--- config.mk ---
export PLATFORM = sky130hd
export DESIGN_NAME = bcsc_top
export DESIGN_NICKNAME = d
export VERILOG_FILES = /design/src/hdl/bcsc_pkg.sv /design/src/hdl/bcsc_top.sv /design/src/hdl/bcsc_wait_sense.sv /design/src/hdl/bcsc_burst_step.sv
export VERILOG_INCLUDE_DIRS = /design/src /design/src/hdl
export SDC_FILE = /design/constraint.sdc
export NUM_CORES = 1
export LEC_CHECK = 0
export BUFFER_PORTS_ARGS = -buffer_cell sky130_fd_sc_hd__buf_2
export CAP_MARGIN = 20
export CORE_ASPECT_RATIO = 0.5
export CORE_MARGIN = 3
export CORE_UTILIZATION = 51
export CTS_BUF_LIST = sky130_fd_sc_hd__clkbuf_2
export CTS_CLUSTER_DIAMETER = 50
export CTS_CLUSTER_SIZE = 12
export DETAILED_ROUTE_END_ITERATION = 10
export HOLD_SLACK_MARGIN = 0.08
export PLACE_DENSITY = 0.84
export SYNTH_ARGS = -nofsm -noshare
export SYNTH_HDL_FRONTEND = slang
export SYNTH_HIERARCHICAL = 1
export SYNTH_SLANG_ARGS = --single-unit
--- constraint.sdc ---
create_clock -name clk_in -period 3.56 [get_ports clk_in]
set_clock_uncertainty 0.15 [all_clocks]
set_input_delay 0.356 -clock clk_in [delete_from_list [all_inputs] [get_ports clk_in]]
set_output_delay 0.356 -clock clk_in [all_outputs]
set_load 0.01 [all_outputs]
--- src/hdl/bcsc_params.svh ---
/*
 Constants for the bank 1 chip select control block: offsets, fields, resets.
 Assumes an AXI4-Lite master with 32-bit data and one 20 MHz clock.
*/
// Behaviour
// [RQ1] Software uses full 32-bit word accesses only.
// [RQ2] Write mode 0 gives asynchronous writes.
// [RQ3] Write mode 1 gives synchronous clocked writes.
// [RQ4] Synchronous bursts split at configured page boundary.
// [RQ5] Bit 15 enables wait input when asynchronous.
// [RQ6] Bit 14 selects separate write timing set.
// [RQ7] Bit 13 enables wait input when synchronous.
// [RQ8] Bit 11 selects early or current wait.
// [RQ9] Bit 10 clear splits wrapped bursts in two.
// [RQ10] Bit 9 sets synchronous wait polarity.
// [RQ11] Bit 8 clear forbids synchronous burst reads.
// [RQ12] Bit 6 clear forbids NOR flash access.
// [RQ13] Bits 5:4 select 8 or 16 bit bus.
// [RQ14] Bits 3:2 select memory kind, NOR default.
// [RQ15] Software keeps shared address/data bit set.
// [RQ16] Bit 0 clear blocks all external accesses.
// [RQ17] Software keeps reserved bits at reset values.
`ifndef BCSC_PARAMS_SVH
`define BCSC_PARAMS_SVH
// ----------------------------------------
// Register map
// ----------------------------------------
`define BCSC_CTRL_ADDR 12'h000
`define BCSC_STAT_ADDR 12'h040
`define BCSC_CTRL_RESET 32'h000030db
`define BCSC_CTRL_WMASK 32'h000fff7f
`define BCSC_CTRL_FIXED 32'h00000080
`define BCSC_RESP_OKAY 2'h0
`define BCSC_RESP_SLVERR 2'h2
// ----------------------------------------
// Control fields
// ----------------------------------------
`define BCSC_WSYNC_BIT 19
`define BCSC_PAGE_LSB 16
`define BCSC_AWAIT_BIT 15
`define BCSC_SPLIT_BIT 14
`define BCSC_SWAIT_BIT 13
`define BCSC_WALLOW_BIT 12
`define BCSC_WTIME_BIT 11
`define BCSC_WRAP_BIT 10
`define BCSC_WPOL_BIT 9
`define BCSC_SBURST_BIT 8
`define BCSC_NOR_BIT 6
`define BCSC_WIDTH_LSB 4
`define BCSC_KIND_LSB 2
`define BCSC_SHARED_BIT 1
`define BCSC_ENABLE_BIT 0
`define BCSC_KIND_NOR 2'h2
`define BCSC_KIND_RSVD 2'h3
`define BCSC_WIDTH_16 2'h1
`endif

--- src/hdl/bcsc_pkg.sv ---
/*
 Types and shared decode for the bank 1 chip select control block.
 Assumes nothing beyond a SystemVerilog compiler.
*/
package bcsc_pkg;
	typedef enum logic [1:0] {ST_IDLE, ST_ADDR, ST_DATA, ST_GAP} bcsc_state_type;

	// Reserved page codes behave as no split.
	function automatic logic [10:0] bcsc_page_bytes(input logic [2:0] code);
		case (code)
			3'h1: bcsc_page_bytes = 11'h080;
			3'h2: bcsc_page_bytes = 11'h100;
			3'h3: bcsc_page_bytes = 11'h200;
			3'h4: bcsc_page_bytes = 11'h400;
			default: bcsc_page_bytes = 11'h000;
		endcase
	endfunction : bcsc_page_bytes
endpackage : bcsc_pkg

--- src/hdl/bcsc_top.sv ---
/*
 Bank 1 chip select control register with its access sequencer.
 Assumes an AXI4-Lite master, one access request at a time, and a
 multiplexed memory whose wait pin is asynchronous to clk_in.
*/
`timescale 1ns/1ps
`include "bcsc_params.svh"
module bcsc_top
	import bcsc_pkg::*;
(
	// Clock and reset
	input wire logic clk_in,
	input wire logic sys_rst_in,
	// AXI4-Lite write
	input wire logic [11:0] s_axi_awaddr_in,
	input wire logic s_axi_awvalid_in,
	output logic s_axi_awready_out,
	input wire logic [31:0] s_axi_wdata_in,
	input wire logic [3:0] s_axi_wstrb_in,
	input wire logic s_axi_wvalid_in,
	output logic s_axi_wready_out,
	output logic [1:0] s_axi_bresp_out,
	output logic s_axi_bvalid_out,
	input wire logic s_axi_bready_in,
	// AXI4-Lite read
	input wire logic [11:0] s_axi_araddr_in,
	input wire logic s_axi_arvalid_in,
	output logic s_axi_arready_out,
	output logic [31:0] s_axi_rdata_out,
	output logic [1:0] s_axi_rresp_out,
	output logic s_axi_rvalid_out,
	input wire logic s_axi_rready_in,
	// Access requests
	input wire logic acc_req_in,
	input wire logic acc_write_in,
	input wire logic acc_burst_in,
	input wire logic acc_wrap_in,
	input wire logic [7:0] acc_len_in,
	input wire logic [23:0] acc_addr_in,
	output logic acc_ready_out,
	output logic acc_done_out,
	output logic acc_refused_out,
	// Memory side
	input wire logic memory_wait_in,
	output logic mem_select_out,
	output logic mem_latch_out,
	output logic mem_write_out,
	output logic mem_sync_out,
	output logic mem_clk_out,
	output logic mem_beat_out,
	output logic mem_wide_out,
	output logic mem_timing_out,
	output logic [23:0] mem_addr_out
);
	logic [31:0] bank1_chip_select_control_reg;
	logic aw_have_reg, w_have_reg;
	logic [11:0] aw_addr_reg;
	logic [31:0] w_data_reg;
	logic [3:0] w_strb_reg;
	bcsc_state_type state_reg;
	logic wrap_reg;
	logic [7:0] len_reg, remaining_reg;
	logic [23:0] next_addr;
	logic split, stall, refuse, req_sync;
	logic [2:0] burst_page_size;
	logic [1:0] external_bus_width, memory_kind;
	logic write_sync_select, async_wait_enable, split_rw_timing, sync_wait_enable;
	logic write_allow, wait_timing_select, wrapped_burst_allow, wait_polarity;
	logic sync_burst_allow, nor_access_allow, bank_enable;

	// ----------------------------------------
	// Field decode
	// ----------------------------------------
	assign write_sync_select = bank1_chip_select_control_reg[`BCSC_WSYNC_BIT];
	assign burst_page_size = bank1_chip_select_control_reg[`BCSC_PAGE_LSB +: 3];
	assign async_wait_enable = bank1_chip_select_control_reg[`BCSC_AWAIT_BIT];
	assign split_rw_timing = bank1_chip_select_control_reg[`BCSC_SPLIT_BIT];
	assign sync_wait_enable = bank1_chip_select_control_reg[`BCSC_SWAIT_BIT];
	assign write_allow = bank1_chip_select_control_reg[`BCSC_WALLOW_BIT];
	assign wait_timing_select = bank1_chip_select_control_reg[`BCSC_WTIME_BIT];
	assign wrapped_burst_allow = bank1_chip_select_control_reg[`BCSC_WRAP_BIT];
	assign wait_polarity = bank1_chip_select_control_reg[`BCSC_WPOL_BIT];
	assign sync_burst_allow = bank1_chip_select_control_reg[`BCSC_SBURST_BIT];
	assign nor_access_allow = bank1_chip_select_control_reg[`BCSC_NOR_BIT];
	assign external_bus_width = bank1_chip_select_control_reg[`BCSC_WIDTH_LSB +: 2];
	assign memory_kind = bank1_chip_select_control_reg[`BCSC_KIND_LSB +: 2];
	assign bank_enable = bank1_chip_select_control_reg[`BCSC_ENABLE_BIT];

	// ----------------------------------------
	// AXI4-Lite write channel
	// ----------------------------------------
	always_ff @(posedge clk_in)
	begin
		if (sys_rst_in)
		begin
			aw_have_reg <= 1'b0;
			w_have_reg <= 1'b0;
			aw_addr_reg <= 12'h000;
			w_data_reg <= 32'h00000000;
			w_strb_reg <= 4'h0;
			s_axi_awready_out <= 1'b1;
			s_axi_wready_out <= 1'b1;
			s_axi_bvalid_out <= 1'b0;
			s_axi_bresp_out <= `BCSC_RESP_OKAY;
			bank1_chip_select_control_reg <= `BCSC_CTRL_RESET;
		end
		else
		begin
			if (s_axi_awvalid_in && s_axi_awready_out)
			begin
				aw_have_reg <= 1'b1;
				aw_addr_reg <= s_axi_awaddr_in;
				s_axi_awready_out <= 1'b0;
			end
			if (s_axi_wvalid_in && s_axi_wready_out)
			begin
				w_have_reg <= 1'b1;
				w_data_reg <= s_axi_wdata_in;
				w_strb_reg <= s_axi_wstrb_in;
				s_axi_wready_out <= 1'b0;
			end
			if (aw_have_reg && w_have_reg && !s_axi_bvalid_out)
			begin
				aw_have_reg <= 1'b0;
				w_have_reg <= 1'b0;
				s_axi_bvalid_out <= 1'b1;
				// [RQ1] partial words refused
				if (aw_addr_reg == `BCSC_CTRL_ADDR && w_strb_reg == 4'hf)
				begin
					// [RQ17] reserved bits held
					bank1_chip_select_control_reg <= (w_data_reg & `BCSC_CTRL_WMASK) | `BCSC_CTRL_FIXED;
					s_axi_bresp_out <= `BCSC_RESP_OKAY;
				end
				else
					s_axi_bresp_out <= `BCSC_RESP_SLVERR;
			end
			if (s_axi_bvalid_out && s_axi_bready_in)
			begin
				s_axi_bvalid_out <= 1'b0;
				s_axi_awready_out <= 1'b1;
				s_axi_wready_out <= 1'b1;
			end
		end
	end

	// ----------------------------------------
	// AXI4-Lite read channel
	// ----------------------------------------
	always_ff @(posedge clk_in)
	begin
		if (sys_rst_in)
		begin
			s_axi_arready_out <= 1'b1;
			s_axi_rvalid_out <= 1'b0;
			s_axi_rdata_out <= 32'h00000000;
			s_axi_rresp_out <= `BCSC_RESP_OKAY;
		end
		else if (s_axi_arvalid_in && s_axi_arready_out)
		begin
			s_axi_arready_out <= 1'b0;
			s_axi_rvalid_out <= 1'b1;
			s_axi_rresp_out <= `BCSC_RESP_OKAY;
			if (s_axi_araddr_in == `BCSC_CTRL_ADDR)
				s_axi_rdata_out <= bank1_chip_select_control_reg;
			else if (s_axi_araddr_in == `BCSC_STAT_ADDR)
				s_axi_rdata_out <= {30'h00000000, mem_sync_out & ~acc_ready_out, ~acc_ready_out};
			else
			begin
				s_axi_rdata_out <= 32'h00000000;
				s_axi_rresp_out <= `BCSC_RESP_SLVERR;
			end
		end
		else if (s_axi_rvalid_out && s_axi_rready_in)
		begin
			s_axi_rvalid_out <= 1'b0;
			s_axi_arready_out <= 1'b1;
		end
	end

	// ----------------------------------------
	// Access sequencer
	// ----------------------------------------
	// [RQ12] [RQ13] [RQ14] unusable setups refused
	assign refuse = !bank_enable || memory_kind == `BCSC_KIND_RSVD || external_bus_width[1]
		|| (memory_kind == `BCSC_KIND_NOR && !nor_access_allow) || (acc_write_in && !write_allow);
	// [RQ2] [RQ3] [RQ11] clocking mode chosen
	assign req_sync = acc_write_in ? write_sync_select : (acc_burst_in && sync_burst_allow);

	bcsc_burst_step bcsc_burst_step_inst (
		.addr_in(mem_addr_out),
		.len_in(len_reg),
		.wide_in(mem_wide_out),
		.wrap_in(wrap_reg),
		.sync_in(mem_sync_out),
		.page_in(burst_page_size),
		.wrap_allow_in(wrapped_burst_allow),
		.next_addr_out(next_addr),
		.split_out(split)
	);

	bcsc_wait_sense bcsc_wait_sense_inst (
		.clk_in(clk_in),
		.sys_rst_in(sys_rst_in),
		.memory_wait_in(memory_wait_in),
		.sync_in(mem_sync_out),
		.async_en_in(async_wait_enable),
		.sync_en_in(sync_wait_enable),
		.polarity_in(wait_polarity),
		.timing_in(wait_timing_select),
		.stall_out(stall)
	);

	always_ff @(posedge clk_in)
	begin
		if (sys_rst_in)
		begin
			state_reg <= ST_IDLE;
			acc_ready_out <= 1'b1;
			acc_done_out <= 1'b0;
			acc_refused_out <= 1'b0;
			mem_select_out <= 1'b0;
			mem_latch_out <= 1'b0;
			mem_write_out <= 1'b0;
			mem_sync_out <= 1'b0;
			mem_beat_out <= 1'b0;
			mem_wide_out <= 1'b1;
			mem_timing_out <= 1'b0;
			mem_addr_out <= 24'h000000;
			wrap_reg <= 1'b0;
			len_reg <= 8'h01;
			remaining_reg <= 8'h01;
		end
		else
		begin
			acc_done_out <= 1'b0;
			acc_refused_out <= 1'b0;
			mem_beat_out <= 1'b0;
			mem_latch_out <= 1'b0;
			case (state_reg)
				ST_IDLE:
					if (acc_req_in && refuse)
						acc_refused_out <= 1'b1;
					else if (acc_req_in)
					begin
						state_reg <= ST_ADDR;
						acc_ready_out <= 1'b0;
						mem_select_out <= 1'b1;
						mem_latch_out <= 1'b1;
						mem_write_out <= acc_write_in;
						mem_sync_out <= req_sync;
						mem_wide_out <= external_bus_width == `BCSC_WIDTH_16;
						// [RQ6] write timing set chosen
						mem_timing_out <= acc_write_in && split_rw_timing;
						mem_addr_out <= acc_addr_in;
						wrap_reg <= acc_wrap_in;
						len_reg <= (acc_len_in == 8'h00) ? 8'h01 : acc_len_in;
						remaining_reg <= (acc_len_in == 8'h00) ? 8'h01 : acc_len_in;
					end
				ST_ADDR:
					state_reg <= ST_DATA;
				ST_DATA:
					if (!stall)
					begin
						mem_beat_out <= 1'b1;
						mem_addr_out <= next_addr;
						remaining_reg <= remaining_reg - 8'h01;
						if (remaining_reg == 8'h01)
						begin
							state_reg <= ST_IDLE;
							mem_select_out <= 1'b0;
							acc_done_out <= 1'b1;
							acc_ready_out <= 1'b1;
						end
						// [RQ4] [RQ9] burst split and restart
						else if (split)
						begin
							state_reg <= ST_GAP;
							mem_select_out <= 1'b0;
						end
					end
				ST_GAP:
				begin
					state_reg <= ST_ADDR;
					mem_select_out <= 1'b1;
					mem_latch_out <= 1'b1;
				end
				default:
					state_reg <= ST_IDLE;
			endcase
			// Disabling the bank mid-burst abandons it rather than finishing a stale transfer.
			// [RQ16] disabled bank stops accesses
			if (!bank_enable && state_reg != ST_IDLE)
			begin
				state_reg <= ST_IDLE;
				mem_select_out <= 1'b0;
				mem_latch_out <= 1'b0;
				acc_ready_out <= 1'b1;
				acc_refused_out <= 1'b1;
			end
		end
	end

	// The memory clock runs only while a synchronous access holds the bank.
	// [RQ3] memory clock for synchronous mode
	always_ff @(posedge clk_in)
	begin
		if (sys_rst_in)
			mem_clk_out <= 1'b0;
		else if (mem_sync_out && mem_select_out)
			mem_clk_out <= ~mem_clk_out;
		else
			mem_clk_out <= 1'b0;
	end

	logic start;
	logic [23:0] pmask;
	assign start = state_reg == ST_IDLE && acc_req_in && !refuse;
	assign pmask = {13'h0000, bcsc_page_bytes(burst_page_size)} - 24'h000001;
endmodule : bcsc_top

--- src/hdl/bcsc_wait_sense.sv ---
/*
 Synchronises the memory wait pin and decides when the current beat stalls.
 Assumes the wait pin is asynchronous to clk_in.
*/
`timescale 1ns/1ps
module bcsc_wait_sense
	import bcsc_pkg::*;
(
	// Clock and reset
	input wire logic clk_in,
	input wire logic sys_rst_in,
	// Pin and settings
	input wire logic memory_wait_in,
	input wire logic sync_in,
	input wire logic async_en_in,
	input wire logic sync_en_in,
	input wire logic polarity_in,
	input wire logic timing_in,
	// Result
	output logic stall_out
);
	logic s1_reg, s2_reg, s3_reg, level_reg, late_reg;
	logic active;

	// ----------------------------------------
	// Pin synchroniser
	// ----------------------------------------
	always_ff @(posedge clk_in)
	begin
		if (sys_rst_in)
		begin
			s1_reg <= 1'b1;
			s2_reg <= 1'b1;
			s3_reg <= 1'b1;
			level_reg <= 1'b1;
		end
		else
		begin
			s1_reg <= memory_wait_in;
			s2_reg <= s1_reg;
			s3_reg <= s2_reg;
			if (s2_reg == s3_reg)
				level_reg <= s3_reg;
		end
	end

	// [RQ10] polarity applied
	assign active = sync_in ? (polarity_in ? level_reg : ~level_reg) : ~level_reg;

	always_ff @(posedge clk_in)
	begin
		if (sys_rst_in)
			late_reg <= 1'b0;
		else
			late_reg <= active;
	end

	// [RQ5] [RQ7] [RQ8] wait enables and timing
	always_comb
	begin
		if (sync_in)
			stall_out = sync_en_in & (timing_in ? active : late_reg);
		else
			stall_out = async_en_in & active;
	end
endmodule : bcsc_wait_sense

--- src/hdl/bcsc_burst_step.sv ---
/*
 Next beat address and split decision for one burst beat.
 Assumes wrapped lengths are powers of two.
*/
`timescale 1ns/1ps
module bcsc_burst_step
	import bcsc_pkg::*;
(
	// Beat state
	input wire logic [23:0] addr_in,
	input wire logic [7:0] len_in,
	input wire logic wide_in,
	input wire logic wrap_in,
	input wire logic sync_in,
	// Settings
	input wire logic [2:0] page_in,
	input wire logic wrap_allow_in,
	// Result
	output logic [23:0] next_addr_out,
	output logic split_out
);
	logic [23:0] step, inc, bytes, mask, page, pmask;
	logic wrap_cross, page_cross;

	assign step = wide_in ? 24'h000002 : 24'h000001;
	assign inc = addr_in + step;
	assign bytes = wide_in ? {15'h0000, len_in, 1'b0} : {16'h0000, len_in};
	assign mask = bytes - 24'h000001;
	assign next_addr_out = wrap_in ? ((addr_in & ~mask) | (inc & mask)) : inc;
	assign wrap_cross = wrap_in && ((inc & mask) == 24'h000000);
	assign page = {13'h0000, bcsc_page_bytes(page_in)};
	assign pmask = page - 24'h000001;
	// [RQ4] page boundary reached
	assign page_cross = (page != 24'h000000) && ((next_addr_out & pmask) == 24'h000000);
	// [RQ9] wrapped burst split
	assign split_out = !sync_in || page_cross || (wrap_cross && !wrap_allow_in);
endmodule : bcsc_burst_step

==> results of run 1 <==
[layer usage]
metal | track usage | routed length (um) | vias up | share of wire
met5 | 0 | 0 | - | 0
met4 | 0.0790 | 582 | 0 | 0.024
met3 | 0.0651 | 1790 | 63 | 0.074
met2 | 0.483 | 11400 | 404 | 0.47
met1 | 0.372 | 10500 | 3861 | 0.43
li1 | - | - | 3896 | -
[final cells by class]
class                      instances  area [um2]
timing repair buffer             290        2030
clock buffer                      17        85.1
inverter                          27         104
clock inverter                    15         164
multi-input combinational        707        4450
tap                              192         240
sequential                       142        2850
fill                            1090        4150
[logic make-up after synthesis]
kind of cell | Yosys count | share of synthesized area
other cells | 1 | 0.000492
xor+xnor | 33 | 0.0379
fa+ha+maj | 11 | 0.0190
flops | 142 | 0.373
compound gates | 269 | 0.241
buf+inv | 107 | 0.0637
mux | 28 | 0.0373
simple gates | 352 | 0.227
[metrics by stage]
stage | hold WS, ps | setup WS [ps] | cell area [um2]
3_5_place_dp | 253 | -165 | 8690
5_1_grt | 178 | -184 | 9920
4_1_cts | 174 | -39.2 | 9850
6_report | 205 | -81.3 | 9920
2_1_floorplan | 242 | 10.9 | 7690
3_3_place_gp | 252 | -87.1 | 8690
[timing repair]
action                     CTS  global route
resized for setup            6            16
hold endpoints to repair    97             0
hold buffers                88             0
pin swaps                    6             6
setup endpoints to repair    1             4
buffers inserted             0             1
[cells in the mapped netlist (all sizes together), types with 3 or more instances]
cell     instances  area, um2
a21oi           92        464
nor4bb           3       30.0
nand4            7       43.8
a32oi           19        166
nor4            12       90.1
o22ai            7       43.8
nor3b            3       22.5
and4b            3       30.0
and3            10       62.6
o211ai           4       30.0
dfxtp          142       2840
nand2b          10       62.6
buf             39        230
nand3b           4       30.0
o211a            4       40.0
mux2i           25        250
a21o             4       30.0
nand2          133        502
and2             8       50.1
xnor2           20        175
or4              4       30.0
nor2            59        221
nor2b            8       50.1
nand3           42        210
o221ai           4       35.0
a2111oi          3       51.3
o32ai            6       52.6
inv             24       90.1
mux2             3       33.8
xor2            13        114
a211oi          58        440
clkinv           3       11.3
or3              4       25.0
ha              10        125
nor3            26        135
o21ai           32        164
a31oi            3       18.8
clkbuf          41        154
o21a             7       52.6
or2              5       31.3
[cell usage in the layout (no fill, tap or decap), types with 14 or more instances in the layout]
master         synthesis  routed
buf_2                 13     151
dfxtp_1              142     140
nand2_1              132     132
a21oi_1               91      89
dlygate4sd3_1          0      88
nor2_1                59      59
a211oi_1              57      52
buf_4                 16      50
nand3_1               42      42
o21ai_0               29      29
nor3_1                25      25
mux2i_1               25      25
inv_1                 24      23
xnor2_1               20      20
a32oi_1               19      19
clkbuf_2               0      17
conb_1                 1      14
[power by group through the flow]
| stage | sequential (mW) | combinational, mW | clock, mW |
|---|---|---|---|
| final | 1.87 | 1.34 | 1.00 |
| after global routing | 1.89 | 1.45 | 1.06 |
| after CTS | 1.86 | 1.29 | 0.997 |
| after detailed placement | 1.89 | 1.18 | 0 |
| after global placement | 1.89 | 1.15 | 0 |
| after floorplan | 1.90 | 0.767 | 0 |
[path summary, 6_finish.rpt]
kind,start,to,slack [ps],cells after the start
worst max-delay path,mem_wide_out$_SDFFE_PP1P_,mem_select_out$_SDFFE_PP0P_,-80,14
worst min-delay path,memory_wait_in,bcsc_wait_sense_inst/s1_reg$_SDFF_PP1_,210,3
worst max register to register,mem_wide_out$_SDFFE_PP1P_,mem_select_out$_SDFFE_PP0P_,-80,14
worst min register to register,mem_clk_out$_SDFF_PP0_,mem_clk_out$_SDFF_PP0_,290,1
[worst max-delay path, cell delays in order (launching register included)]
cell and delay [ps]:
dfxtp_2 400, inv_4 70, ha_4 130, inv_2 30, fa_2 350, nand4b_4 230, or4b_4 570, a211oi_2 160
o22ai_1 120, nor4_2 360, o21ai_2 130, o41ai_4 90, a211oi_2 100, a2111oi_2 340, mux2_1 350
==> flow_summary_export.csv, run 1 <==
group,metric,value,unit
cts,cts_tree,"yes",
timing,final_hold_viol_count,0,
timing,max_slew_margin,0.458,
detailed_routing,wirelength,24.2,mm
floorplanning,coreArea,14100,um2
cells_and_area,biggestRegsByFlops,"mem_addr_out: 24 flops, s_axi_rdata_out: 20 flops",
global_route,grt_pass1_wl,38.8,mm
yosys,synth.avg_cell_area,8.08,um2
timing,fmax,275,MHz
detailed_routing,vias,8224,
detailed_routing,drtPass1Iterations,6,
timing,setup_tns,-81.3,ps
timing,rsz0062_at_grt,"true",
critical_path,endpoint_kind,"flip-flop",
power,power,4.21,mW
cts,numCtsBuffers,17,
cells_and_area,final_util,0.705,
cts,cts_max_path_buffers,2,
cts,clk_pin_slew,280,ps
outcome,status,"finished with violations",
floorplanning,die_w,179,um
run,drv_cap,0,
min_path,worstHoldPathType,"in -> reg",
timing,fin_crit_sh,1.02,
cells_and_area,final_cell_count_no_fill,1390,
global_route,antenna_found_initial,0,
critical_path,worstSetupPathType,"reg -> reg",
placed_design,io_buffers,152,
cts,cts_htree_levels,4,
cells_and_area,syn_to_final_growth,30.2,%
cells_and_area,top_register,"mem_addr_out",
floorplanning,die_h,92.4,um
yosys,async_reset_ff_frac,0,
power,p_sw,1.64,mW
detailed_routing,routed_via_density,5.92,
placed_design,dp_cells,1269,
critical_path,cp.arrival,4140,ps
critical_path,worst-endpoint-required,4060,ps
power,power_leakage,4.00,nW
placed_design,gp_congestion,0.953,
cells_and_area,drive_gt1_frac,0.231,
floorplanning,ios,180,
detailed_routing,postRouteAntennaNets,0,
power,p_int,2.57,mW
timing,worst_slew_pin_slew,813,ps
cells_and_area,largest_reg_flops,24,
power,cellPowerDensity,424,nW/um2
global_route,gr-usage-all-layers,0.287,
detailed_routing,wl_per_cell,17.4,um
timing,slew_viol_final,0,
detailed_routing,drcViolationCount,0,
critical_path,path_max_fanout,6,
power,irDropWorstVdd,0.000243,V
power,swShare,0.390,
yosys,synth-seq-cells,142,
floorplanning,rows,30,
yosys,netlist_area,7620,um2
cts,clkLatencyLatePin,730,ps
power,pwr-share-clk,0.238,
global_route,grt_max_degree,100,
critical_path,cp-start-kind,"flip-flop",
power,seqPwrFrac,0.445,
power,p_comb_frac,0.318,
placed_design,dp_hpwl,15.7,mm
yosys,synth_flop_cell,"dfxtp_1",
timing,setup_viol,1,
yosys,synth_cell_types,83,
floorplanning,start_util,0.542,
timing,min_period,3640,ps
timing,layout_setup_ws,-81.3,ps
yosys,synth_edf_count,0,
global_route,grt.overflow.total,0,
yosys,ys_seq_area_frac,0.373,
cts,clockRootBuffer,"clkbuf_2",
outcome,violations,"setup timing",
cells_and_area,diodes,0,
cts,cts_sinks,142,
floorplanning,die_area,16500,um2
detailed_routing,first_iter_violations,708,
global_route,grt_pass1_vias,7768,
yosys,yosys_warnings,6,
yosys,netlist_instances,943,
cells_and_area,fin_nets,1300,
Note: power is estimated with default switching activity, not from simulation.
==> run 2: changes to the inputs <==
Settings changed: CELL_PAD_IN_SITES_DETAIL_PLACEMENT from default to 1, CELL_PAD_IN_SITES_GLOBAL_PLACEMENT from default to 1, CORE_UTILIZATION 51 to 37.
==> run 2 against run 1 <==
Against the previous run:
- critical path depth fell by 1
- cell count rose by 7.7%
- count of clock-buffer cells in the layout up 1
- routed wire length rose by 26%
- power grew 3.5%
- worst hold slack worse by 32 ps
- global-route usage down 2.5 points
- sequential share of layout area fell by 1.0 points
- sequential power hardly changed
- worst setup slack got worse by 110 ps
- the flow still finishes with violations (setup timing)
- critical endpoint unchanged
- combinational power increased by 9.7%
- via count is 3.7% higher
==> flow_summary_export.csv, run 2 (synthesis gave the netlist of run 1 again) <==
group,metric,value,unit
power,pwr-share-clk,0.233,
detailed_routing,postRouteAntennaNets,0,
timing,hold_slack,173,ps
critical_path,worstSetupPathType,"reg -> reg",
min_path,worstHoldPathType,"in -> reg",
global_route,grt_pass1_wl,47.6,mm
cts,cts_sinks,142,
global_route,grt_pass1_vias,8772,
cells_and_area,drive_gt1_frac,0.241,
detailed_routing,drtPass1Iterations,5,
floorplanning,die_h,107,um
run,drv_cap,0,
global_route,antenna_found_initial,3,
timing,rsz0062_at_grt,"true",
cts,cts_htree_levels,4,
global_route,grt_max_degree,72,
detailed_routing,wirelength,30.5,mm
critical_path,crit_end,"mem_select_out$_SDFFE_PP0P_",
cts,cts_tree,"yes",
floorplanning,die_area,22500,um2
cells_and_area,syn_to_final_growth,35.0,%
critical_path,endpoint_kind,"flip-flop",
power,seqPwrFrac,0.431,
placed_design,placed_area,8840,um2
cts,clkLatencyLatePin,820,ps
placed_design,pre_cts_ws,-193,ps
placed_design,dp_cells,1352,
timing,worst_slew_pin_slew,886,ps
timing,max_slew_margin,0.409,
timing,fmax,266,MHz
power,power_leakage,4.15,nW
detailed_routing,drcViolationCount,0,
critical_path,startpoint,"mem_addr_out[0]$_SDFFE_PP0P_",
timing,fin_crit_sh,1.05,
critical_path,r2r-end,"mem_select_out$_SDFFE_PP0P_",
cells_and_area,biggestRegsByFlops,"mem_addr_out: 24 flops, s_axi_rdata_out: 20 flops",
placed_design,io_buffers,152,
critical_path,path_max_fanout,6,
timing,layout_setup_ws,-195,ps
timing,min_period,3760,ps
outcome,status,"finished with violations",
timing,final_hold_viol_count,0,
power,power,4.36,mW
floorplanning,rows,36,
timing,slew_viol_final,0,
critical_path,rrSetupSlack,-200,ps
critical_path,reg2regPathDepth,13,
placed_design,dp_hpwl,19.0,mm
timing,setup_tns,-195,ps
power,swShare,0.381,
floorplanning,die_w,209,um
detailed_routing,first_iter_violations,579,
critical_path,reg2reg_from,"mem_addr_out[0]$_SDFFE_PP0P_",
cts,cts_max_path_buffers,2,
outcome,violations,"setup timing",
power,irDropWorstVdd,0.000251,V
floorplanning,coreArea,19800,um2
detailed_routing,wl_per_cell,20.4,um
critical_path,cp.arrival,4270,ps
cells_and_area,stdcell_area,10300,um2
cells_and_area,fin_nets,1330,
cells_and_area,layout_common_cells,"151 x buf_2, 140 x dfxtp_1, 131 x nand2_1",
cts,clockRootBuffer,"clkbuf_2",
power,p_comb_frac,0.337,
power,p_sw,1.66,mW
floorplanning,ios,180,
cells_and_area,final_util,0.519,
power,cellPowerDensity,424,nW/um2
detailed_routing,routed_via_density,5.69,
power,p_int,2.70,mW
cells_and_area,largest_reg_flops,24,
placed_design,gp_congestion,0.898,
global_route,grt.overflow.total,0,
cells_and_area,top_register,"mem_addr_out",
cells_and_area,final_cell_count_no_fill,1497,
cts,clk_pin_slew,290,ps
timing,setup_viol,1,
critical_path,worst-endpoint-required,4080,ps
detailed_routing,vias,8525,
global_route,gr-usage-all-layers,0.263,
cells_and_area,final_common_cell,"buf_2",
floorplanning,start_util,0.385,
cts,numCtsBuffers,17,
critical_path,cp-start-kind,"flip-flop",
-- run 2: cell count changes in the layout (fill, tap and decap cells not counted), moves of 2 or more --
cell,delta
clkinv_2,+2
clkinv_1,+2
dlygate4sd3_1,+13
buf_4,+18
inv_8,-5
bufinv_16,+2
clkinv_8,-3
diode_2,+4
nor4_1,-2
o22ai_2,+2
o22ai_1,-2
-- run 2: worst min path at each step --
stage                                                 startpoint                                endpoint  slack, ps  depth (start not counted)
after global placement                    mem_clk_out$_SDFF_PP0_                  mem_clk_out$_SDFF_PP0_        250                          1
after CTS                                         memory_wait_in  bcsc_wait_sense_inst/s1_reg$_SDFF_PP1_        110                          3
after global routing                          s_axi_awaddr_in[7]             aw_addr_reg[7]$_SDFFE_PP0P_        120                          4
after floorplan           bcsc_wait_sense_inst/s1_reg$_SDFF_PP1_  bcsc_wait_sense_inst/s2_reg$_SDFF_PP1_        240                          1
after detailed placement  bcsc_wait_sense_inst/s1_reg$_SDFF_PP1_  bcsc_wait_sense_inst/s2_reg$_SDFF_PP1_        260                          1
final                                        s_axi_awaddr_in[10]            aw_addr_reg[10]$_SDFFE_PP0P_        170                          4
-- run 2: cell type report --
cell class,count,area [um2]
Timing Repair Buffer,320,2280
Clock buffer,18,90.1
Inverter,27,104
Antenna cell,4,10.0
Sequential cell,142,2850
Tap cell,266,333
Clock inverter,13,136
Fill cell,2395,9530
Multi-Input combinational cell,707,4490
-- run 2: power groups by stage --
stage | Clock (mW) | Sequential, mW | Combinational, mW
floorplan | 0 | 1.90 | 0.767
global placement | 0 | 1.88 | 1.20
detailed placement | 0 | 1.89 | 1.24
CTS | 0.994 | 1.86 | 1.36
global route | 1.09 | 1.90 | 1.58
finish | 1.01 | 1.88 | 1.47
-- run 2: what timing repair did --
item,4_1_cts,5_1_grt
pin swaps,5,10
hold buffers,100,1
hold endpoints to repair,120,1
setup endpoints to repair,2,4
setup buffers,2,7
gates resized for setup,5,24
-- run 2: layer usage --
| layer | track usage | vias to the layer above | part of all wire | wire [um] |
|---|---|---|---|---|
| met3 | 0.0448 | 78 | 0.044 | 1340 |
| met5 | 0 | - | 0 | 0 |
| met4 | 0.102 | 0 | 0.032 | 976 |
| li1 | - | 3968 | - | - |
| met2 | 0.459 | 280 | 0.49 | 15000 |
| met1 | 0.326 | 4199 | 0.43 | 13200 |
-- run 2: critical path: stages, from the launching register on --
cell and delay (ps):
dfxtp_4 430, ha_4 130, inv_2 40, fa_2 360
nand4b_4 230, or4b_4 590, nor4_4 160, o22ai_2 110
nor4_2 360, o21ai_2 120, o41ai_4 80, a211oi_2 100
a2111oi_2 410, mux2_1 350
